`src/core/vsd_consts.vh`:
```
// Constants for the VLIW syllable decoder: field positions and opcode codes
// What this block does
// - Top bit set marks last syllable
// - Two format bits classify the syllable
// - Bit 27 picks register or immediate form
// - Register form: first_source_gpr, second_source_gpr into dest
// - Immediate form: first_source_gpr, immediate into idest
// - Compare targets general or branch register
// - Load/store address first_source_gpr plus immediate
// - Short immediate 9 bits, extension 23
// - Syscall raises exception, alone in bundle
// - Immediate subtract: immediate minus first_source_gpr
// - Byte sign extension, sub-code 00000000
// - Half sign extension, sub-code 00000001
// - Half zero extension, sub-code 00000011
// - Xor with register or sign-extended immediate
// - Sync uses the load/store unit
// - Opcode 01110 immediate: single-operand sub-codes
`ifndef VSD_CONSTS_VH
`define VSD_CONSTS_VH

// ----------------------------------------------------------------
// Field positions
// ----------------------------------------------------------------
`define VSD_STOP_BIT       31
`define VSD_FMT_HI         29
`define VSD_FMT_LO         28
`define VSD_IMMFORM_BIT    27
`define VSD_CMPSEL_BIT     26
`define VSD_CMPBR_BIT      25
`define VSD_OPC_HI         25
`define VSD_OPC_LO         21
`define VSD_SIMM_HI        20
`define VSD_SIMM_LO        12
`define VSD_DEST_HI        17
`define VSD_DEST_LO        12
`define VSD_REG_FORM_DEST_BRANCH_REG_HI       20
`define VSD_REG_FORM_DEST_BRANCH_REG_LO       18
`define VSD_IDEST_HI       11
`define VSD_IDEST_LO       6
`define VSD_IMM_FORM_DEST_BRANCH_REG_HI      8
`define VSD_IMM_FORM_DEST_BRANCH_REG_LO      6
`define VSD_FIRST_SOURCE_GPR_HI        5
`define VSD_FIRST_SOURCE_GPR_LO        0
`define VSD_EXT_HI         22
`define VSD_EXT_LO         0
`define VSD_SCNUM_HI       20
`define VSD_SCNUM_LO       0
`define VSD_SYSOPC_HI      27
`define VSD_SYSOPC_LO      21
`define VSD_MEMOPC_HI      27
`define VSD_MEMOPC_LO      23
`define VSD_IMMEXT_HI      27
`define VSD_IMMEXT_LO      24

// ----------------------------------------------------------------
// Codes
// ----------------------------------------------------------------
`define VSD_FMT_INT        2'h0
`define VSD_FMT_IMM        2'h1
`define VSD_FMT_MEM        2'h2
`define VSD_FMT_CTL        2'h3
`define VSD_OP_SUB         5'h01
`define VSD_OP_XOR         5'h0D
`define VSD_OP_MONADIC     5'h0E
`define VSD_SUB_SXTB       9'h000
`define VSD_SUB_SXTH       9'h001
`define VSD_SUB_ZXTH       9'h003
`define VSD_SYS_SYSCALL    7'h7E
`define VSD_MEM_SYNC       5'h10
`define VSD_IMMEXT_OPC     4'h5
`define VSD_GPR_LAST       6'h3F
`define VSD_RESET_WORD     32'h0000_0000

`endif

```
`src/core/vsd_decoder.v`:
```
// VLIW syllable decoder: classifies syllables, decodes fields and evaluates simple operations
`timescale 1ns/10ps
`default_nettype none
`include "vsd_consts.vh"

module vsd_decoder #(
    parameter GPR_W  = 6,
    parameter DATA_W = 32
) (
    input  wire              CLK_I,
    input  wire              RST_B_I,
    input  wire              SYL_VALID_I,
    input  wire [31:0]       SYL_I,
    input  wire [DATA_W-1:0] FIRST_SOURCE_GPR_DATA_I,
    input  wire [DATA_W-1:0] SECOND_SOURCE_GPR_DATA_I,
    output reg               DEC_VALID_O,
    output reg               BUNDLE_END_O,
    output reg  [1:0]        FORMAT_O,
    output reg               IMM_FORM_O,
    output reg  [4:0]        OPCODE_O,
    output reg  [GPR_W-1:0]  FIRST_SOURCE_GPR_GPR_O,
    output reg  [GPR_W-1:0]  SECOND_SOURCE_GPR_GPR_O,
    output reg  [GPR_W-1:0]  DEST_GPR_O,
    output reg               DEST_GPR_WE_O,
    output reg  [2:0]        DEST_BR_O,
    output reg               DEST_BR_WE_O,
    output reg  [8:0]        SHORT_IMM_O,
    output reg  [22:0]       IMM_EXT_O,
    output reg               IMM_EXT_VALID_O,
    output reg               LSU_USE_O,
    output reg               IS_LOAD_O,
    output reg               IS_STORE_O,
    output reg               IS_SYNC_O,
    output reg               SYSCALL_O,
    output reg  [20:0]       SYSCALL_NUM_O,
    output reg               RESULT_VALID_O,
    output reg  [DATA_W-1:0] RESULT_O,
    output reg  [DATA_W-1:0] MEM_ADDR_O,
    output reg  [DATA_W-1:0] STORE_DATA_O,
    output reg               MUL_DEST_ERR_O,
    output reg               SYSCALL_BUNDLE_ERR_O,
    output reg               LSU_CONFLICT_O
);

    // ----------------------------------------------------------------
    // Field extraction
    // ----------------------------------------------------------------
    wire [1:0]       fmt       = SYL_I[`VSD_FMT_HI:`VSD_FMT_LO];
    wire             imm_form  = SYL_I[`VSD_IMMFORM_BIT];
    wire             cmp_sel   = SYL_I[`VSD_CMPSEL_BIT];
    wire             cmp_br    = SYL_I[`VSD_CMPBR_BIT];
    wire [4:0]       opc       = SYL_I[`VSD_OPC_HI:`VSD_OPC_LO];
    wire [8:0]       short_immediate_field = SYL_I[`VSD_SIMM_HI:`VSD_SIMM_LO];
    wire [5:0]       first_source_gpr      = SYL_I[`VSD_FIRST_SOURCE_GPR_HI:`VSD_FIRST_SOURCE_GPR_LO];
    wire [5:0]       second_source_gpr     = SYL_I[`VSD_IDEST_HI:`VSD_IDEST_LO];
    wire [5:0]       reg_form_dest         = SYL_I[`VSD_DEST_HI:`VSD_DEST_LO];
    wire [5:0]       imm_form_dest         = SYL_I[`VSD_IDEST_HI:`VSD_IDEST_LO];
    wire [2:0]       reg_form_dest_branch_reg = SYL_I[`VSD_REG_FORM_DEST_BRANCH_REG_HI:`VSD_REG_FORM_DEST_BRANCH_REG_LO];
    wire [2:0]       imm_form_dest_branch_reg = SYL_I[`VSD_IMM_FORM_DEST_BRANCH_REG_HI:`VSD_IMM_FORM_DEST_BRANCH_REG_LO];
    wire [6:0]       sys_opc   = SYL_I[`VSD_SYSOPC_HI:`VSD_SYSOPC_LO];
    wire [4:0]       mem_opc   = SYL_I[`VSD_MEMOPC_HI:`VSD_MEMOPC_LO];

    // Sign-extended short immediate, shared by arithmetic and addressing
    wire [DATA_W-1:0] simm_sx = {{(DATA_W-9){short_immediate_field[8]}}, short_immediate_field};

    // Multiply opcodes: 01111 and 10100..11111 without compare select; 01110/01111 and 11110/11111 with it
    function is_mul;
        input       sel;
        input [4:0] op;
        begin
            if (!sel)
                is_mul = (op == 5'h0F) || (op >= 5'h14);
            else
                is_mul = (op == 5'h0E) || (op == 5'h0F) || (op == 5'h1E) || (op == 5'h1F);
        end
    endfunction

    // ----------------------------------------------------------------
    // Combinational decode
    // ----------------------------------------------------------------
    reg              int_cls;
    reg              mul_op;
    reg              br_tgt;
    reg              gpr_we;
    reg [5:0]        dest_sel;
    reg              load_op;
    reg              store_op;
    reg              sync_op;
    reg              sc_op;
    reg              immx_op;
    reg              res_ok;
    reg [DATA_W-1:0] opnd2;
    reg [DATA_W-1:0] res;

    always @* begin
        int_cls  = (fmt == `VSD_FMT_INT);
        mul_op   = int_cls && is_mul(cmp_sel, opc);
        // Compare with bit 25 set targets a branch register
        br_tgt   = int_cls && cmp_sel && cmp_br && !is_mul(cmp_sel, opc);
        gpr_we   = int_cls && !br_tgt;
        // Register form writes bits 17:12, immediate form bits 11:6
        dest_sel = imm_form ? imm_form_dest : reg_form_dest;
        load_op  = (fmt == `VSD_FMT_MEM) && (mem_opc < 5'h0A);
        store_op = (fmt == `VSD_FMT_MEM) && (mem_opc >= 5'h0A) && (mem_opc <= 5'h0C);
        sync_op  = (fmt == `VSD_FMT_MEM) && (mem_opc == `VSD_MEM_SYNC);
        sc_op    = (fmt == `VSD_FMT_IMM) && (sys_opc == `VSD_SYS_SYSCALL);
        // Bits 29:28 are the class, so the extension opcode must be read below them
        immx_op  = (fmt == `VSD_FMT_IMM) && (SYL_I[`VSD_IMMEXT_HI:`VSD_IMMEXT_LO] == `VSD_IMMEXT_OPC);
        if (load_op) begin
            dest_sel = imm_form_dest;
            gpr_we   = 1'b1;
        end
        // Second operand: register or sign-extended immediate
        opnd2    = imm_form ? simm_sx : SECOND_SOURCE_GPR_DATA_I;
        res_ok   = 1'b0;
        res      = {DATA_W{1'b0}};
        if (int_cls && !cmp_sel) begin
            if (imm_form && opc == `VSD_OP_MONADIC) begin
                case (short_immediate_field)
                    `VSD_SUB_SXTB: begin
                        res    = {{(DATA_W-8){FIRST_SOURCE_GPR_DATA_I[7]}}, FIRST_SOURCE_GPR_DATA_I[7:0]};
                        res_ok = 1'b1;
                    end
                    `VSD_SUB_SXTH: begin
                        res    = {{(DATA_W-16){FIRST_SOURCE_GPR_DATA_I[15]}}, FIRST_SOURCE_GPR_DATA_I[15:0]};
                        res_ok = 1'b1;
                    end
                    `VSD_SUB_ZXTH: begin
                        res    = {{(DATA_W-16){1'b0}}, FIRST_SOURCE_GPR_DATA_I[15:0]};
                        res_ok = 1'b1;
                    end
                    default: begin
                        res    = {DATA_W{1'b0}};
                        res_ok = 1'b0;
                    end
                endcase
            end else if (opc == `VSD_OP_SUB) begin
                // Operand order is second minus first in both forms
                res    = opnd2 - FIRST_SOURCE_GPR_DATA_I;
                res_ok = 1'b1;
            end else if (opc == `VSD_OP_XOR) begin
                res    = FIRST_SOURCE_GPR_DATA_I ^ opnd2;
                res_ok = 1'b1;
            end
        end
    end

    // ----------------------------------------------------------------
    // Bundle tracking for single-slot checks
    // ----------------------------------------------------------------
    // Flags whether a syllable, an LSU user and a syscall have been seen so far in the bundle in flight
    reg       in_bundle_reg;
    reg       in_bundle_next;
    reg       lsu_seen_reg;
    reg       lsu_seen_next;
    reg       sc_pend_reg;
    reg       sc_pend_next;

    always @* begin
        in_bundle_next = in_bundle_reg;
        lsu_seen_next  = lsu_seen_reg;
        sc_pend_next   = sc_pend_reg;
        if (SYL_VALID_I) begin
            if (SYL_I[`VSD_STOP_BIT]) begin
                in_bundle_next = 1'b0;
                lsu_seen_next  = 1'b0;
                sc_pend_next   = 1'b0;
            end else begin
                in_bundle_next = 1'b1;
                lsu_seen_next  = lsu_seen_reg | load_op | store_op | sync_op;
                sc_pend_next   = sc_pend_reg | sc_op;
            end
        end
    end

    // ----------------------------------------------------------------
    // Output registers, one cycle after the syllable is presented
    // ----------------------------------------------------------------
    always @(posedge CLK_I) begin
        if (!RST_B_I) begin
            in_bundle_reg        <= 1'b0;
            lsu_seen_reg         <= 1'b0;
            sc_pend_reg          <= 1'b0;
            DEC_VALID_O          <= 1'b0;
            BUNDLE_END_O         <= 1'b0;
            FORMAT_O             <= 2'h0;
            IMM_FORM_O           <= 1'b0;
            OPCODE_O             <= 5'h00;
            FIRST_SOURCE_GPR_GPR_O           <= {GPR_W{1'b0}};
            SECOND_SOURCE_GPR_GPR_O           <= {GPR_W{1'b0}};
            DEST_GPR_O           <= {GPR_W{1'b0}};
            DEST_GPR_WE_O        <= 1'b0;
            DEST_BR_O            <= 3'h0;
            DEST_BR_WE_O         <= 1'b0;
            SHORT_IMM_O          <= 9'h000;
            IMM_EXT_O            <= 23'h00_0000;
            IMM_EXT_VALID_O      <= 1'b0;
            LSU_USE_O            <= 1'b0;
            IS_LOAD_O            <= 1'b0;
            IS_STORE_O           <= 1'b0;
            IS_SYNC_O            <= 1'b0;
            SYSCALL_O            <= 1'b0;
            SYSCALL_NUM_O        <= 21'h00_0000;
            RESULT_VALID_O       <= 1'b0;
            RESULT_O             <= {DATA_W{1'b0}};
            MEM_ADDR_O           <= {DATA_W{1'b0}};
            STORE_DATA_O         <= {DATA_W{1'b0}};
            MUL_DEST_ERR_O       <= 1'b0;
            SYSCALL_BUNDLE_ERR_O <= 1'b0;
            LSU_CONFLICT_O       <= 1'b0;
        end else begin
            in_bundle_reg        <= in_bundle_next;
            lsu_seen_reg         <= lsu_seen_next;
            sc_pend_reg          <= sc_pend_next;
            DEC_VALID_O          <= SYL_VALID_I;
            BUNDLE_END_O         <= SYL_VALID_I & SYL_I[`VSD_STOP_BIT];
            FORMAT_O             <= fmt;
            IMM_FORM_O           <= imm_form;
            OPCODE_O             <= opc;
            FIRST_SOURCE_GPR_GPR_O           <= first_source_gpr[GPR_W-1:0];
            // Store data register shares the bits of the immediate-form destination
            SECOND_SOURCE_GPR_GPR_O           <= second_source_gpr[GPR_W-1:0];
            DEST_GPR_O           <= dest_sel[GPR_W-1:0];
            DEST_GPR_WE_O        <= SYL_VALID_I & gpr_we;
            DEST_BR_O            <= imm_form ? imm_form_dest_branch_reg : reg_form_dest_branch_reg;
            DEST_BR_WE_O         <= SYL_VALID_I & br_tgt;
            SHORT_IMM_O          <= short_immediate_field;
            IMM_EXT_O            <= SYL_I[`VSD_EXT_HI:`VSD_EXT_LO];
            IMM_EXT_VALID_O      <= SYL_VALID_I & immx_op;
            LSU_USE_O            <= SYL_VALID_I & (load_op | store_op | sync_op);
            IS_LOAD_O            <= SYL_VALID_I & load_op;
            IS_STORE_O           <= SYL_VALID_I & store_op;
            IS_SYNC_O            <= SYL_VALID_I & sync_op;
            SYSCALL_O            <= SYL_VALID_I & sc_op;
            SYSCALL_NUM_O        <= SYL_I[`VSD_SCNUM_HI:`VSD_SCNUM_LO];
            RESULT_VALID_O       <= SYL_VALID_I & res_ok;
            RESULT_O             <= res;
            // Effective address is first source plus sign-extended immediate
            MEM_ADDR_O           <= FIRST_SOURCE_GPR_DATA_I + simm_sx;
            STORE_DATA_O         <= SECOND_SOURCE_GPR_DATA_I;
            // Only flags producer mistakes; the result is still written as coded
            MUL_DEST_ERR_O       <= SYL_VALID_I & mul_op & (dest_sel == `VSD_GPR_LAST);
            SYSCALL_BUNDLE_ERR_O <= SYL_VALID_I & ((sc_op & (in_bundle_reg | ~SYL_I[`VSD_STOP_BIT]))
                                                   | (sc_pend_reg & ~sc_op));
            LSU_CONFLICT_O       <= SYL_VALID_I & lsu_seen_reg & (load_op | store_op | sync_op);
        end
    end

endmodule
`default_nettype wire

```
`config.mk`:
```
export PLATFORM = sky130hd
export DESIGN_NAME = vsd_decoder
export DESIGN_NICKNAME = d
export VERILOG_FILES = /design/src/core/vsd_decoder.v
export VERILOG_INCLUDE_DIRS = /design/src /design/src/core
export SDC_FILE = /design/constraint.sdc
export NUM_CORES = 1
export LEC_CHECK = 0
export ABC_AREA = 0
export BUFFER_PORTS_ARGS = -buffer_cell sky130_fd_sc_hd__buf_2
export CORE_MARGIN = 2
export CORE_UTILIZATION = 50
export CTS_BUF_LIST = sky130_fd_sc_hd__clkbuf_8
export DETAILED_ROUTE_END_ITERATION = 10
export PLACE_DENSITY = 0.88
export SYNTH_ARGS = -nofsm -noshare
export SYNTH_HDL_FRONTEND = slang
export SYNTH_SLANG_ARGS = --single-unit
```
`constraint.sdc`:
```
create_clock -name CLK_I -period 3.9 [get_ports CLK_I]
set_input_delay 0.39 -clock CLK_I [delete_from_list [all_inputs] [get_ports CLK_I]]
set_output_delay 0.39 -clock CLK_I [all_outputs]
set_load 0.02 [all_outputs]
```
[Word-level counts from Yosys, hierarchy flattened]
Index checks and enable logic that the tools add are counted.
Cells by class
  equality and inequality tests: 14
  magnitude comparators: 4
  mux-type cells: 18
  bitwise operators: 28
  reduce and logical (&&, ||, !) cells: 24
  add/subtract/negate cells: 2
Operator list (number)
  32-bit 2-to-1 mux: 4
  32-bit case mux with 3 select lines: 1
  32-bit adder: 1
  32-bit subtractor: 1
  32-bit XOR: 1
  1-bit bitwise AND: 17
  5-bit by 4-bit equality test with 1-bit output (second input constant): 3
  5-bit equality test (second input constant): 3
  1-bit logical AND: 13
  6-bit 2-to-1 mux: 2
  1-bit 2-to-1 mux: 10
  9-bit by 1-bit equality test with 1-bit output (second input constant): 1
  9-bit by 2-bit equality test with 1-bit output (second input constant): 1
  9-bit logical NOT: 1
  1-bit bitwise OR: 8
  7-bit equality test (second input constant): 1
  6-bit equality test (second input constant): 1
  5-bit by 1-bit equality test with 1-bit output (second input constant): 1
  5-bit by 4-bit greater-or-equal comparator with 1-bit output (second input constant): 1
  5-bit greater-or-equal comparator (second input constant): 1
  5-bit by 4-bit <= comparator with 1-bit output (second input constant): 1
  5-bit by 4-bit less-than comparator with 1-bit output (second input constant): 1
  4-bit by 3-bit equality test with 1-bit output (second input constant): 1
  1-bit logical OR: 4
  other kinds (8): 11
Storage, ports and cells
  flip-flop bits (word level): 195
  input port bits: 99
  logic and storage cells: 120
  output and inout bits: 192

[Depth between registers and ports, before layout]
Gate-level depths: netlist (run 1).
  word-level depth: 11
  mapped depth: 14
  depth with buffers taken out: 12

[Worst setup path after synthesis (run 1)]
No wires, ideal clock.
  kind: input to register
  start: in SYL_I[27]
  end: reg RESULT_O[28]
  buffers on the path: 2
  data arrival time: 3.351 ns
  data required time: 3.768 ns
  setup time: 0.132 ns
  cell stages on the path: 14
  setup slack: 0.417 ns
  path through: buf_1 clkbuf_1 mux2i_1 ha_1 fa_1 and2b_1 o31ai_2 a21o_4 a2111oi_4 o21ai_4 a2111oi_4 a2111oi_4 mux2i_1 a21oi_1
Between the ends
  longest elaborated chain between the ends: 5
  elaborated cells between the ends (all ways): 7
  those cells by class: 1 x add/sub; 4 x mux; 1 x bitwise; 1 x reduce/logical
RTL lines
  start, declared: line vsd_decoder.v:13  | input wire [31:0] SYL_I,
  parallel branches: the longest is 4 deep, another holds 32-bit subtractor
  32-bit 2-to-1 mux *: line vsd_decoder.v:118  | if (imm_form && opc == `VSD_OP_MONADIC) begin
  end signal, assigned: line vsd_decoder.v:205  | RESULT_O <= {DATA_W{1'b0}};
  end signal, assigned: line vsd_decoder.v:237  | RESULT_O <= res;
  end, declared: line vsd_decoder.v:37  | output reg [DATA_W-1:0] RESULT_O,
Mark *: on every way between the ends.
A chain may end at the register's enable or synchronous reset.

[Final worst setup path (run 1)]
  start: in SYL_I[27]
  end: reg RESULT_O[26]
Same word-level chain as after synthesis.

==> flow_summary_export.csv, run 1 <==
group,metric,value,unit
synth,muxShareOfSynthArea,2.19,%
floorplan,die_w,139,um
global_routing,track_usage,27.1,%
run_status,run_status,"finished clean",
synth,synth_fa_ha_area_share,9.38,%
cells_and_area,layout.cells.most_common_list,"buf_2 (289), dfxtp_1 (151), and2_1 (95), a21oi_1 (91), nor2_1 (90)",
synth,synth_edf_count,0,
sta,worst_slew_pin_slew,0.937,ns
power,power_per_cell_area,374,mW/mm^2
drt,drtAntennaViolNets,0,
synth,largest_family_of_logic_cells_by_synthesized_area,"compound AO/OA/AOI/OAI gates",
global_routing,maximum_number_of_pins_on_one_net_before_global_route_repair,66,
cts,h_tree_depth,4,
critical_path,timing_worst_setup_path_type,"in -> reg",
power,totalPowerFinal,0.00405,W
critical_path,r2r_cells,2,
synth,share_of_yosys_cell_area_claimed_by_the_top_area_cell_type,33.2,%
critical_path,r2r_slack,3.12,ns
synth,synth.ff_latch_count,151,
sta,endpoints_failing_setup,0,
global_routing,first_pass_grt_wire_length,42500,um
place,place_area,0.0104,sq mm
global_routing,grt_pass1_vias,8420,
floorplan,die_h,139,um
cells_and_area,fin_area,0.0108,sq mm
synth,synth_compound_gate_area_share,22.6,%
cells_and_area,drive_gt1_share,27.4,%
synth,yosysUniqueCellTypes,82,
sta,final.setup_skew,0.00982,ns
cts,insertion_delay,0.47,ns
cells_and_area,final_core_utilization,60.5,%
global_routing,overflow,0,
synth,post_synth_xor_area_fraction,3.08,%
floorplan,top_level_ports,291,
floorplan,floorplan.core_area,0.0179,sq mm
global_routing,antenna_found_initial,1,
sta,final.period_utilization,79.8,%
critical_path,critical_path_arrival,3.49,ns
cts,clock_tree_from_tritoncts,"yes",
job,max_cap_viol_count,0,
sta,timing_hold_violations_final,0,
sta,timing.max_slew.rel_slack,37.5,%
critical_path,regToRegStartpoint,"sc_pend_reg",
cts,cts-buffers-inserted,17,
place,io_buffer_count,289,
cts,cts_sinks,151,
drt,routed_wire_length_per_instance,17.0,um
sta,timing.fmax,321,MHz
critical_path,r2r-end,"SYSCALL_BUNDLE_ERR_O",
place,dp_hpwl,20200,um
place,place.gp.congestion,0.939,
drt,drc_errors,0,
drt,routed_wl,26700,um
synth,yosys.area_share.simple,20.6,%
cells_and_area,n_antenna_cell,0,
cts,clockBufferDepth,2,
sta,slew_violations,0,
power,vdd.ir_drop.worst,0.000236,V
synth,fraction_of_registers_with_async_set_or_reset_after_synthesis,0,%
power,power.static_leakage,5.38,nW
cts,clk_transition_reported_paths,0.10,ns
floorplan,row_count,49,
synth,synthesis_warning_total,0,
critical_path,worstSetupStartpointType,"input port",
floorplan,initial_utilization,50.8,%
hold_path,worstHoldPathType,"in -> reg",
synth,synth_top_cells_by_area,"dfxtp_1 (33%), ha_1 (8.9%), and2_1 (6.5%), a21oi_1 (5.0%), nor2_1 (3.7%)",
synth,synth.largest_area_cell,"dfxtp_1",
cts,post_cts_sizing_count,0,
sta,final.min_clock_period,3.11,ns
synth,netlist_area,0.00910,sq mm
cells_and_area,final_nets,1498,
critical_path,critPathCaptureType,"flop",
drt,initialDrtViolationCount,664,
sta,final.setup.tns,0,ns
synth,post_synth.cell_area_avg,8.28,sq um
sta,timing.hold.ws,0.115,ns
cells_and_area,syn_to_final_growth,19.1,%
hold_path,hold_path_end,"FIRST_SOURCE_GPR_GPR_O[0]",
cells_and_area,most_common_library_cell_in_the_layout_ignoring_fill_and_taps,"buf_2",
hold_path,hold-path-cell-count,2,
synth,post_synth_inst_count,1099,
drt,firstDrtPassIters,5,
synth,synth.yosys.seq_area_share,33.2,%
cts,clockRootBuffer,"clkbuf_8",
critical_path,critical_path.max_fanout,22,
cells_and_area,reg.largest.list,"MEM_ADDR_O: 32 flops, RESULT_O: 32 flops, STORE_DATA_O: 32 flops",
drt,num_vias,8661,
floorplan,floorplan_die_area,0.0193,sq mm
synth,syn_nets,1265,
synth,synth_flop_cell,"dfxtp_1",
cts,cts_hold_buffers,0,
critical_path,worst_ep_required_time,4.28,ns
sta,rsz_0062_raised_after_global_routing,"false",
drt,drt-vias-per-instance,5.50,
cts,post_cts.repair.setup_buffers,0,
hold_path,timing.hold.worst.start,"SYL_I[0]",
routing by layer:
metal / up-vias / GRT usage, % / routed length, um
li1: 4252 / - / -
met1: 3989 / 32.7 / 11200
met2: 356 / 47.2 / 13000
met3: 62 / 5.70 / 1670
met4: 2 / 10.4 / 777
met5: - / 0 / 13
kinds of logic (layout without fill, tap and decap cells):
group / Yosys count / in the layout
AOI/OAI and AO/OA: 298 / 298
muxes: 19 / 19
and+or+nand+nor: 360 / 360
xor gates and xnor gates: 32 / 32
adders and majority gates: 67 / 67
DFF: 151 / 151
buffers and inverters: 172 / 418
worst max path at each step:
stage | slack (ns) | to | start | cells past startpoint
final | 0.79 | RESULT_O[26] | SYL_I[27] | 12
after global routing | 0.56 | RESULT_O[26] | SYL_I[27] | 12
after floorplan | 0.42 | RESULT_O[28] | SYL_I[27] | 14
after CTS | 0.85 | RESULT_O[26] | SYL_I[27] | 12
after global placement | 0.43 | RESULT_O[26] | SYL_I[27] | 12
after detailed placement | 0.41 | RESULT_O[26] | SYL_I[27] | 12
worst max-delay path, cell delays in order:
cell and delay [ns]:
buf_2 0.33, buf_4 0.32, o21ai_0 0.13, ha_1 0.44
o21a_2 0.20, o221ai_1 0.12, a211oi_1 0.38, nor2_2 0.13
o31ai_4 0.32, nand4_1 0.16, a311o_1 0.38, a31oi_1 0.17
cell type report:
class / instances / area, sq um
clock buffers: 17 / 234
clock inverters: 15 / 156
fillers: 1647 / 7070
inverters: 82 / 308
multi-input cells: 776 / 5260
flip-flops and latches: 151 / 3020
well taps: 229 / 287
repair buffers: 304 / 1560
where the power goes:
| part | switching (W) | internal (W) |
|---|---|---|
| sequential | 0.0000235 | 0.00163 |
| combinational | 0.000719 | 0.000447 |
| clock | 0.000693 | 0.000532 |
stage by stage:
stage,cells,setup WS (ns)
floorplan,1099,0.417
global placement,1542,0.432
detailed placement,1542,0.407
CTS,1574,0.851
global route,1574,0.559
finish,1574,0.789
synthesized netlist by cell type (all sizes together), types with 3 or more instances:
| master | number |
|---|---|
| a221oi | 4 |
| inv | 82 |
| o21ai | 68 |
| mux2 | 7 |
| o22ai | 5 |
| a21o | 28 |
| ha | 65 |
| nor2 | 91 |
| a31oi | 11 |
| o211ai | 7 |
| o21bai | 11 |
| nand4 | 17 |
| nor2b | 12 |
| nand2 | 57 |
| and2 | 95 |
| nor3b | 3 |
| nor3 | 13 |
| o21a | 11 |
| xor2 | 13 |
| clkbuf | 40 |
| a21oi | 92 |
| xnor2 | 19 |
| buf | 50 |
| nor4 | 9 |
| nand3 | 24 |
| or3 | 6 |
| mux2i | 12 |
| a211oi | 12 |
| a2111oi | 4 |
| a311oi | 3 |
| o31a | 3 |
| o31ai | 11 |
| dfxtp | 151 |
| nand2b | 12 |
| a21boi | 5 |
| a211o | 4 |
| and3 | 9 |
Power figures use the tool's default switching activity.
==> run 2: changes to the inputs <==
--- a/config.mk
+++ b/config.mk
@@ -9,7 +9,7 @@
 export ABC_AREA = 0
 export BUFFER_PORTS_ARGS = -buffer_cell sky130_fd_sc_hd__buf_2
 export CORE_MARGIN = 2
-export CORE_UTILIZATION = 50
+export CORE_UTILIZATION = 48
 export CTS_BUF_LIST = sky130_fd_sc_hd__clkbuf_8
 export DETAILED_ROUTE_END_ITERATION = 10
 export PLACE_DENSITY = 0.88
==> constraint.sdc (replaced) <==
create_clock -name CLK_I -period 2.56 [get_ports CLK_I]
set_input_delay 0.256 -clock CLK_I [delete_from_list [all_inputs] [get_ports CLK_I]]
set_output_delay 0.256 -clock CLK_I [all_outputs]
set_load 0.02 [all_outputs]
==> flow_summary_export.csv, run 2 (synthesis gave the netlist of run 1 again) <==
group,metric,value,unit
global_routing,grt_pass1_vias,9387,
critical_path,critical_path.max_fanout,7,
critical_path,worstSetupStartpointType,"input port",
cts,clock_tree_from_tritoncts,"yes",
global_routing,maximum_number_of_pins_on_one_net_before_global_route_repair,77,
sta,final.min_clock_period,2.48,ns
global_routing,track_usage,28.3,%
place,place.gp.congestion,0.948,
cts,clockRootBuffer,"clkbuf_8",
cells_and_area,final_core_utilization,68.3,%
sta,final.setup_skew,0.00718,ns
drt,routed_wl,29300,um
floorplan,top_level_ports,291,
sta,timing_hold_violations_final,0,
run_status,run_status,"finished clean",
drt,drc_errors,0,
drt,drtAntennaViolNets,0,
drt,initialDrtViolationCount,727,
drt,met2WireLength,14700,um
global_routing,overflow,0,
floorplan,floorplan_die_area,0.0201,sq mm
cells_and_area,reg.largest.list,"MEM_ADDR_O: 32 flops, RESULT_O: 32 flops, STORE_DATA_O: 32 flops",
cells_and_area,final_nets,1705,
sta,timing.hold.ws,0.0127,ns
sta,final.period_utilization,97.1,%
power,totalPowerFinal,0.00672,W
critical_path,regToRegStartpoint,"sc_pend_reg",
global_routing,first_pass_grt_wire_length,45500,um
power,power.static_leakage,6.41,nW
drt,routed_wire_length_per_instance,16.4,um
drt,firstDrtPassIters,7,
floorplan,die_h,142,um
drt,drt-vias-per-instance,5.42,
hold_path,worstHoldPathType,"in -> reg",
power,vdd.ir_drop.worst,0.000316,V
drt,detailroute.wirelength.met3,1910,um
critical_path,worst_setup_path_startpoint,"SYL_I[27]",
sta,rsz_0062_raised_after_global_routing,"true",
cts,clockBufferDepth,2,
place,io_buffer_count,289,
cells_and_area,n_antenna_cell,0,
sta,endpoints_failing_setup,0,
critical_path,critPathCaptureType,"flop",
floorplan,die_w,142,um
drt,num_vias,9679,
power,power_per_cell_area,528,mW/mm^2
drt,routedLengthMet1,11500,um
hold_path,timing.hold.worst.start,"SYL_I[5]",
sta,final.setup.tns,0,ns
cells_and_area,layout.cells.most_common_list,"buf_2 (288), buf_4 (195), dfxtp_1 (151), and2_1 (95), nor2_1 (88)",
floorplan,row_count,50,
sta,slew_violations,0,
cts,cts-buffers-inserted,17,
sta,timing.fmax,402,MHz
cells_and_area,syn_to_final_growth,40.0,%
floorplan,floorplan.core_area,0.0186,sq mm
critical_path,critical_path_arrival,2.83,ns
cts,insertion_delay,0.46,ns
sta,worst_slew_pin_slew,0.829,ns
critical_path,worst_ep_required_time,2.91,ns
floorplan,initial_utilization,48.8,%
global_routing,antenna_found_initial,1,
place,dp_hpwl,22300,um
cells_and_area,drive_gt1_share,37.5,%
cells_and_area,most_common_library_cell_in_the_layout_ignoring_fill_and_taps,"buf_2",
sta,timing.max_slew.rel_slack,44.6,%
cts,h_tree_depth,4,
cts,cts_sinks,151,
critical_path,timing_worst_setup_path_type,"in -> reg",
drt,highest_layer,"met5",
cts,clk_transition_reported_paths,0.10,ns
job,max_cap_viol_count,0,
run 2: changes by cell type in the layout (fill, tap and decap cells not counted), sizes merged:
cell and change:
bufinv +1, buf +183, clkinv +2, inv -2, clkinvlp -1, dlygate4sd3 +23
clkbuf +1
run 2: what timing repair did:
item	CTS	global route
endpoints found under the setup margin	0	22
hold buffers	23	0
resized for setup	0	28
setup buffers	0	6
hold endpoints to repair	23	0
run 2: final cells by class:
| cell class | count | area (sq um) |
|---|---|---|
| Clock buffer | 17 | 234 |
| Clock inverter | 15 | 185 |
| Fill cell | 1526 | 5910 |
| Inverter | 82 | 308 |
| Multi-Input combinational cell | 776 | 5460 |
| Sequential cell | 151 | 3020 |
| Tap cell | 234 | 293 |
| Timing Repair Buffer | 511 | 3230 |
run 2: final timing paths:
check / end / slack (ns) / depth (start not counted)
setup reg to reg: SYSCALL_BUNDLE_ERR_O / 1.83 / 2
setup / recovery: RESULT_O[28] / 0.08 / 13
hold / removal: IMM_EXT_O[5] / 0.01 / 2
hold reg to reg: LSU_CONFLICT_O / 0.46 / 1
run 2: power by group:
part / switching, W / leakage, nW / internal, W
combinational: 0.00123 / 4.95 / 0.00103
sequential: 0.0000366 / 1.25 / 0.00248
clock: 0.00103 / 0.214 / 0.000909
total: 0.00230 / 6.41 / 0.00442
run 2: critical path, stage by stage:
cell	delay [ns]
buf_6	0.12
buf_12	0.14
mux2_2	0.35
ha_1	0.29
and2b_2	0.18
o31ai_4	0.06
a21o_4	0.22
a2111oi_4	0.38
o21ai_4	0.13
a2111oi_4	0.37
a2111oi_4	0.08
mux2i_1	0.16
a21oi_1	0.08
run 2: stage by stage:
step	setup slack [ns]	cell area, sq um	std cells
floorplan	-0.338	9220	1099
global placement	-0.388	11900	1724
detailed placement	-0.466	11900	1724
CTS	0.0147	12500	1779
global route	-0.0330	12700	1786
finish	0.0753	12700	1786
run 2: metal layers:
| metal | vias to the layer above | global-route usage [%] |
|---|---|---|
| li1 | 4669 | - |
| met1 | 4500 | 31.9 |
| met2 | 408 | 51.6 |
| met3 | 100 | 5.23 |
| met4 | 2 | 13.5 |
| met5 | - | 0 |
